File: src/verilog/iopb_pkg.sv
// Package with the constants and carrier types of the port and buzzer block
package iopb_pkg;

  // Data memory locations of the two ports
  localparam logic [7:0] PORT_A_ADDR = 8'h12;
  localparam logic [7:0] PORT_B_ADDR = 8'h14;

  // Port widths
  localparam int PORT_A_W = 8;
  localparam int PORT_B_W = 6;

  // Output latch value after reset: all ones, so no pin is pulled down
  localparam logic [7:0] PORT_A_LATCH_RST = 8'hFF;

  // Pin drive while reset is held, and wake history starts idle high
  localparam logic [7:0] PA_DRIVE_RST = 8'h00;
  localparam logic [7:0] WAKE_PREV_RST = 8'hFF;

  // Bit positions of the buzzer pair on port A
  localparam int BZ_BIT = 0;
  localparam int BZ_N_BIT = 1;

  // Buzzer divider: eight choices, divide by 2**(sel + BZ_DIV_BASE)
  localparam int BZ_DIV_BASE = 2;
  localparam int BZ_CNT_W = 9;
  localparam logic [8:0] BZ_CNT_RST = 9'h000;

  // Memory operations the CPU presents to the block
  typedef enum logic [2:0] {
    IOPB_OP_READ,
    IOPB_OP_WRITE,
    IOPB_OP_SET,
    IOPB_OP_CLR,
    IOPB_OP_CPL,
    IOPB_OP_CPLA
  } iopb_op_t;

  // One data memory access, presented in the reading phase of an instruction
  typedef struct packed {
    logic valid;
    iopb_op_t op;
    logic [7:0] addr;
    logic [2:0] bit_sel;
    logic [7:0] wdata;
  } iopb_req_t;

  // Answer to the accumulator
  typedef struct packed {
    logic valid;
    logic [7:0] data;
  } iopb_rsp_t;

  localparam iopb_rsp_t RSP_RST = '{valid: 1'b0, data: 8'h00};

endpackage

File: src/verilog/iopb_buzzer.sv
// Buzzer tone generator: a run-gated divider with a build-time tap choice
`timescale 1ns/10ps
`default_nettype none
module iopb_buzzer #(
  parameter logic [2:0] DIV_SEL = 3'h0
) (
  input wire logic clk,
  input wire logic rst,
  input wire logic run,
  output logic tone
);

  logic [iopb_pkg::BZ_CNT_W-1:0] cnt_reg;
  logic [iopb_pkg::BZ_CNT_W-1:0] cnt_next;

  // Counter bit k has a period of 2**(k+1) clocks, so tap sel+1 divides by 2**(sel+2)
  assign cnt_next = run ? cnt_reg + 9'h001 : iopb_pkg::BZ_CNT_RST;
  assign tone = cnt_reg[int'(DIV_SEL) + iopb_pkg::BZ_DIV_BASE - 1]; // RULE13

  // Held at zero while stopped so every burst starts in phase
  always_ff @(posedge clk) begin
    if (rst) begin
      cnt_reg <= iopb_pkg::BZ_CNT_RST;
    end else begin
      cnt_reg <= cnt_next;
    end
  end

endmodule
`default_nettype wire

File: src/verilog/iopb_wake.sv
// Wake-up detector: falling edge on an enabled pin while halted
`timescale 1ns/10ps
`default_nettype none
module iopb_wake #(
  parameter logic [7:0] WAKE_MASK = 8'h00
) (
  input wire logic clk,
  input wire logic rst,
  input wire logic halted,
  input wire logic [7:0] pins,
  output logic wake
);

  logic [7:0] prev_reg;
  logic [7:0] fall;
  logic wake_reg;

  // Pins are synchronous, so one stored copy is enough for edge finding
  assign fall = prev_reg & ~pins & WAKE_MASK;

  always_ff @(posedge clk) begin
    if (rst) begin
      prev_reg <= iopb_pkg::WAKE_PREV_RST;
      wake_reg <= 1'b0;
    end else begin
      prev_reg <= pins;
      wake_reg <= halted && (|fall); // RULE14
    end
  end

  assign wake = wake_reg;

endmodule
`default_nettype wire

File: src/verilog/iopb_ports.sv
// Two memory-mapped ports with shared buzzer pair and wake-up detection
//
// What this block does
// (RULE1) Port A at 12H, port B at 14H
// (RULE2) Option: port A open-drain I/O or push-pull
// (RULE3) Per-bit wake-up and pull-high options on A
// (RULE4) Port B input only, per-bit pull-high option
// (RULE5) Inputs unlatched, sampled at phase two
// (RULE6) Port A latch holds until rewritten
// (RULE7) Software sets open-drain bits before reading
// (RULE8) After reset inputs high or floating
// (RULE9) Bit set and clear on port A latch
// (RULE10) Bit ops read, modify, write back
// (RULE11) Option puts buzzer pair on A0, A1
// (RULE12) Software clears A0,A1 to start, sets A0 to stop
// (RULE13) Buzzer divides clock by 4 up to 512
// (RULE14) Falling edge on wake pin ends halt
// (RULE15) Port B writes ignored, reads give pins
`timescale 1ns/10ps
`default_nettype none
module iopb_ports #(
  parameter logic [7:0] PA_OPEN_DRAIN = 8'hFF,
  parameter logic [7:0] PA_PULL_HIGH = 8'h00,
  parameter logic [7:0] PA_WAKE = 8'h00,
  parameter logic [5:0] PB_PULL_HIGH = 6'h00,
  parameter logic BUZZER_ON_PA = 1'b0,
  parameter logic [2:0] BUZZER_DIV_SEL = 3'h0
) (
  input wire logic clk,
  input wire logic rst,
  input wire logic phase_two,
  input wire iopb_pkg::iopb_req_t req,
  output iopb_pkg::iopb_rsp_t rsp,
  input wire logic halted,
  output logic wake_out,
  input wire logic [7:0] pa_in,
  output logic [7:0] pa_out,
  output logic [7:0] pa_oe,
  output logic [7:0] pa_pull,
  input wire logic [5:0] pb_in,
  output logic [5:0] pb_pull
);

  // Output latch of port A and registered pin drive
  logic [7:0] port_a_data_reg;
  logic [7:0] port_a_data_next;
  logic [7:0] pa_out_reg;
  logic [7:0] pa_out_next;
  logic [7:0] pa_oe_reg;
  logic [7:0] pa_oe_next;
  logic [7:0] pa_pull_reg;
  logic [5:0] pb_pull_reg;
  iopb_pkg::iopb_rsp_t rsp_reg;
  iopb_pkg::iopb_rsp_t rsp_next;

  // Decoded access
  logic take;
  logic hit_a;
  logic hit_b;
  logic [7:0] port_a_inputs;
  logic [7:0] port_b_inputs;
  logic [7:0] port_state;
  logic [7:0] modified;
  logic writes_latch;
  logic answers;

  // Buzzer and wake-up
  logic bz_run;
  logic bz_tone;
  logic wake;

  // Bit mask for a single-bit instruction
  function automatic logic [7:0] bit_mask(input logic [2:0] sel);
    bit_mask = 8'h01 << sel;
  endfunction

  // Result of the operation on the port state just read
  function automatic logic [7:0] apply_op(input iopb_pkg::iopb_op_t op, input logic [7:0] state,
                                          input logic [2:0] sel, input logic [7:0] wdata);
    apply_op = state;
    unique case (op)
      iopb_pkg::IOPB_OP_READ: begin
        apply_op = state;
      end
      iopb_pkg::IOPB_OP_WRITE: begin
        apply_op = wdata;
      end
      iopb_pkg::IOPB_OP_SET: begin
        apply_op = state | bit_mask(sel);
      end
      iopb_pkg::IOPB_OP_CLR: begin
        apply_op = state & ~bit_mask(sel);
      end
      iopb_pkg::IOPB_OP_CPL, iopb_pkg::IOPB_OP_CPLA: begin
        apply_op = ~state;
      end
      default: begin
        apply_op = state;
      end
    endcase
  endfunction

  // An access is taken only in the phase in which the pins are sampled
  assign take = req.valid && phase_two; // RULE5
  assign hit_a = take && (req.addr == iopb_pkg::PORT_A_ADDR); // RULE1
  assign hit_b = take && (req.addr == iopb_pkg::PORT_B_ADDR); // RULE1

  // Live pin levels, no input latch; push-pull pins read back their drive
  assign port_a_inputs = pa_in; // RULE5
  assign port_b_inputs = {2'h0, pb_in}; // RULE15

  // The whole port is read first, then modified
  assign port_state = hit_a ? port_a_inputs : port_b_inputs; // RULE10
  assign modified = apply_op(req.op, port_state, req.bit_sel, req.wdata); // RULE10

  // Only port A owns a latch; anything aimed at port B leaves the pins alone
  assign writes_latch = hit_a && (req.op inside {iopb_pkg::IOPB_OP_WRITE, iopb_pkg::IOPB_OP_SET, // RULE15
                                                 iopb_pkg::IOPB_OP_CLR, iopb_pkg::IOPB_OP_CPL});

  // The accumulator sees reads and the complement-to-accumulator result
  assign answers = (hit_a || hit_b) && (req.op inside {iopb_pkg::IOPB_OP_READ, iopb_pkg::IOPB_OP_CPLA});

  // Latch holds its value until software writes it again
  assign port_a_data_next = writes_latch ? modified : port_a_data_reg; // RULE6 RULE9

  // Answer to the accumulator, one cycle after the sampling phase
  always_comb begin
    rsp_next.valid = answers;
    rsp_next.data = answers ? modified : rsp_reg.data;
  end

  // Buzzer runs while the two shared latch bits are both cleared;
  // setting bit 0 is enough to stop it. Taken from the next latch value
  // so the pair takes over in the same cycle as the enables; a lag would
  // drive both pins low together for one clock
  assign bz_run = BUZZER_ON_PA && !port_a_data_next[iopb_pkg::BZ_BIT]
                  && !port_a_data_next[iopb_pkg::BZ_N_BIT]; // RULE11 RULE12

  iopb_buzzer #(
    .DIV_SEL(BUZZER_DIV_SEL)
  ) u_buzzer (
    .clk(clk),
    .rst(rst),
    .run(bz_run),
    .tone(bz_tone)
  );

  iopb_wake #(
    .WAKE_MASK(PA_WAKE)
  ) u_wake (
    .clk(clk),
    .rst(rst),
    .halted(halted),
    .pins(pa_in),
    .wake(wake)
  );

  // Pin drive outside a running buzzer pair: open-drain bits only pull low when the latch holds zero,
  // push-pull bits always drive the latch value
  always_comb begin
    for (int i = 0; i < iopb_pkg::PORT_A_W; i++) begin
      if (PA_OPEN_DRAIN[i]) begin
        pa_out_next[i] = 1'b0; // RULE2
        pa_oe_next[i] = !port_a_data_next[i]; // RULE2
      end else begin
        pa_out_next[i] = port_a_data_next[i]; // RULE2
        pa_oe_next[i] = 1'b1; // RULE2
      end
    end
    // Buzzer pair takes over bits 0 and 1 as a complementary push-pull drive
    if (BUZZER_ON_PA && bz_run) begin
      pa_out_next[iopb_pkg::BZ_BIT] = bz_tone; // RULE11
      pa_out_next[iopb_pkg::BZ_N_BIT] = !bz_tone; // RULE11
      pa_oe_next[iopb_pkg::BZ_BIT] = 1'b1;
      pa_oe_next[iopb_pkg::BZ_N_BIT] = 1'b1;
    end
  end

  // Latch and answer registers
  always_ff @(posedge clk) begin
    if (rst) begin
      port_a_data_reg <= iopb_pkg::PORT_A_LATCH_RST; // RULE8
      rsp_reg <= iopb_pkg::RSP_RST;
    end else begin
      port_a_data_reg <= port_a_data_next;
      rsp_reg <= rsp_next;
    end
  end

  // Pin drive registers; reset releases every open-drain bit so inputs
  // sit high with a pull resistor or float without one
  always_ff @(posedge clk) begin
    if (rst) begin
      pa_out_reg <= iopb_pkg::PA_DRIVE_RST;
      pa_oe_reg <= iopb_pkg::PA_DRIVE_RST; // RULE8
    end else begin
      pa_out_reg <= pa_out_next;
      pa_oe_reg <= pa_oe_next;
    end
  end

  // Pull-high enables are fixed per bit; kept in flops so outputs stay registered.
  // Held through reset as well, so pulled lines sit high instead of floating
  always_ff @(posedge clk) begin
    if (rst) begin
      pa_pull_reg <= PA_PULL_HIGH; // RULE8
      pb_pull_reg <= PB_PULL_HIGH; // RULE8
    end else begin
      pa_pull_reg <= PA_PULL_HIGH; // RULE3 RULE8
      pb_pull_reg <= PB_PULL_HIGH; // RULE4 RULE8
    end
  end

  assign pa_out = pa_out_reg;
  assign pa_oe = pa_oe_reg;
  assign pa_pull = pa_pull_reg;
  assign pb_pull = pb_pull_reg;
  assign rsp = rsp_reg;
  assign wake_out = wake;

endmodule
`default_nettype wire

File: config.mk
export PLATFORM = sky130hd
export DESIGN_NAME = iopb_ports
export DESIGN_NICKNAME = d
export VERILOG_FILES = /design/src/verilog/iopb_pkg.sv /design/src/verilog/iopb_buzzer.sv /design/src/verilog/iopb_wake.sv /design/src/verilog/iopb_ports.sv
export SDC_FILE = /design/constraint.sdc
export NUM_CORES = 1
export LEC_CHECK = 0
export ABC_AREA = 1
export BUFFER_PORTS_ARGS = -buffer_cell sky130_fd_sc_hd__clkbuf_2
export CORE_MARGIN = 2
export CORE_UTILIZATION = 45
export CTS_BUF_LIST = sky130_fd_sc_hd__clkbuf_8
export DETAILED_ROUTE_END_ITERATION = 7
export PLACE_DENSITY = 0.87
export SYNTH_ARGS = -nofsm -noshare
export SYNTH_HDL_FRONTEND = slang
export SYNTH_SLANG_ARGS = --single-unit
File: constraint.sdc
create_clock -name clk -period 1.3 [get_ports clk]
set_clock_uncertainty 0.15 [all_clocks]
set_input_delay 0.065 -clock clk [delete_from_list [all_inputs] [get_ports clk]]
set_output_delay 0.065 -clock clk [all_outputs]
set_load 0.05 [all_outputs]
==> results.md <==
* PD cells at approximately 680 nW/um^2
* Sequential share of the synthesized area at 25.5%
* XOR/XNOR Fraction of Synth Area at 0%
* Final nets at 438
* Dpl hpwl at 4080 um
* Fillers at 442
* Worst VDD drop at 0.347 mV
* Cell Chain, Critical Path: clkbuf_2 -> inv_1 -> nand2_2 -> nor2_4 -> buf_6 -> nand4_1 -> nand3_1 -> nand2_1 -> inv_1 -> nand4_1 -> nand2_1 -> inv_1
* Worst setup startpoint: req[17]
* Post-Syn Area per Cell at about 6.3 um^2
* Die area at ~4900 um^2
* CTS Buf Count at 3
* CTS tree: yes
* Global-route wire length before repair at 7890 um
* Worst R2R Setup Slack at just over 400 ps
* Routed len/inst at roughly 11 um
* # rows at 24
* Hold Path Origin: req[4]
* Setup CP Type: input pin to flip-flop
* Largest net degree at the start of global routing at 14
* Clk buf depth at 2
* EDFF count, synth at 0
* Initial Util at 45.8%
* Post-route ant nets at 0
* Most common flop cell mapped by yosys: dfxtp_1
* Min Clock Period, post-route at 1240 ps
* Grt total ovfl at 0
* Pre-CTS setup slack at -259 ps
* Leakage power at 0.00145 uW
* Vias in the first global route at 1808
* Synth Register Bits at 25
* Largest family of logic cells by synthesized area: simple AND/OR/NAND/NOR gates
* Core ar. at 4290 um^2
* Worst-Skew Late Latency at approximately 270 ps
* Final Worst Setup Slack at 59.8 ps
* DR vias at ~2100
* Die height at 70.1 um
* Compound-gate portion of the synthesized area at about 10%
* Yosys Warn Count at 0
* DRC violations left at 0
* CP Data Required Time at roughly 1300 ps
* Ys async rst share at 0%
* Netlist cell types at 28
* Initial antenna violation count at 0
* CP max-delay cell: nor2_4
* Syn Inst Count at 314
* Syn Std Cell Area at 1970 um^2
* Hold WC Path Type: input pin to flip-flop
* CP endpoint kind: flip-flop
* Clk slew on worst S/H paths at roughly 80 ps
* Total GRT Usage at 19.6%
* Commonest non-fill, non-tap cell in the layout: nand2_1
* Area after DPL at ~2400 um^2
* DRT iter0 DRCs at between 100 and 150
* Initial DRT Pass Iterations at 4
* Run status: finished clean
* Arrival time at the worst endpoint at ~1300 ps
* Post-Synth Simple-Gate Area at 43.0%
* Die outline width at 70.1 um
* P&R area growth vs syn at 31.6%
* Pins Over Slew Limit at 0
* Mux contribution to synthesized area at 0%
* I/O pin total at 81
* RD Place Congestion at 0.905
* Max-cap violations at 0
* Largest stage delay on the critical path at 170 ps
* Via density at 4.68
* CP most frequent cell: inv_1
* CP max FO at 6
* Share of cells above drive strength 1 at 35.9%
* Post-route cell area at approximately 2600 um^2
* # port buffers at 56
* RSZ-0062 raised after global routing: true
* Final hold violation count at 0
* Worst setup SP type: input pin
* Power, Total at 1760 uW
* CTS H-tree depth at 1
* Fin util at 60.3%
* Most frequent cells in the layout: 71 x nand2_1, 54 x clkbuf_2, 47 x inv_1
* Root Driver: clkbuf_8
* Fin crit share at 95.4%
* Post-Synth Adder-Cell Area at 0%
* Hold Buf Count CTS at 0
* Max Freq at just over 0.8 GHz
* Final wirelength at 4980 um
* ANT cells at 0
* Final setup fails at 0
* Sink Count at 25
==> worst paths after layout <==
| kind | to | cells after the start |
|---|---|---|
| min | rsp[4]$_SDFFE_PP0P_ | 7 |
| min reg2reg | flip-flop | 2 |
| max reg2reg | pa_oe[5]$_SDFF_PP0_ | 3 |
| max | rsp[1]$_SDFFE_PP0P_ | 12 |
==> final cells by class <==
| type | count | area [um^2] | area share [%] |
|---|---|---|---|
| clock buffer | 3 | 41.3 | 1.60 |
| clock inverter | 1 | 3.75 | 0.145 |
| inverter | 58 | 225 | 8.70 |
| multi-input combinational | 227 | 1230 | 47.6 |
| sequential | 25 | 500 | 19.3 |
| tap | 52 | 65.1 | 2.51 |
| timing repair buffer | 82 | 520 | 20.1 |
==> synthesized netlist by cell type, types with 2 or more instances <==
cell type   n  area, um^2
nand2_1    75         282
inv_1      50         188
nand3_1    35         175
dfxtp_1    25         500
buf_4      24         180
nor2_1     23        86.3
a21oi_1    18        90.1
nand4_1    16         100
inv_2       7        26.3
nand2_2     7        43.8
o21ai_0     6        30.0
nor2_2      5        31.3
a21oi_2     3        26.3
nor2_4      3        33.8
o21ai_2     3        26.3
nor3_2      2        20.0
==> per-stage QoR <==
| stage | setup TNS [ps] | hold WS (ps) | cells |
|---|---|---|---|
| finish | 0 | 27.6 | 448 |
| global route | -354 | 56.7 | 448 |
| CTS | 0 | 4.33 | 446 |
| detailed placement | -4760 | 293 | 442 |
| global placement | -3520 | 282 | 442 |
| floorplan | -32.0 | 22.2 | 336 |
==> metal layers <==
| metal | up-vias | part of all wire (%) | global-route usage [%] | wire length (um) |
|---|---|---|---|---|
| met5 | - | 0 | 0 | 0 |
| met2 | 63 | 50 | 33.9 | 2480 |
| met3 | 5 | 5.3 | 2.60 | 262 |
| met1 | 914 | 44 | 25.2 | 2180 |
| met4 | 0 | 1.3 | 6.20 | 63 |
| li1 | 1114 | - | - | - |
==> cell families (layout without fill, tap and decap cells) <==
kind of cell,count (synthesis),in the layout
simple gates,172,172
buf+inv,84,144
compound gates,32,32
flops,25,25
other cells,1,23
==> report_power, final <==
group	switching (uW)	internal (uW)
registers	0.216	765
logic	385	162
clock network	238	212
total	624	1140
==> critical path, delay by kind of cell <==
kind	cells	cell delay [ps]
buffers and inverters	5	380
AND/OR/NAND/NOR	7	820
==> what timing repair did <==
item,4_1_cts,5_1_grt
gates resized for setup,0,28
setup endpoints to repair,0,20
buffers inserted,0,2
(Power assumes the default switching activity.)
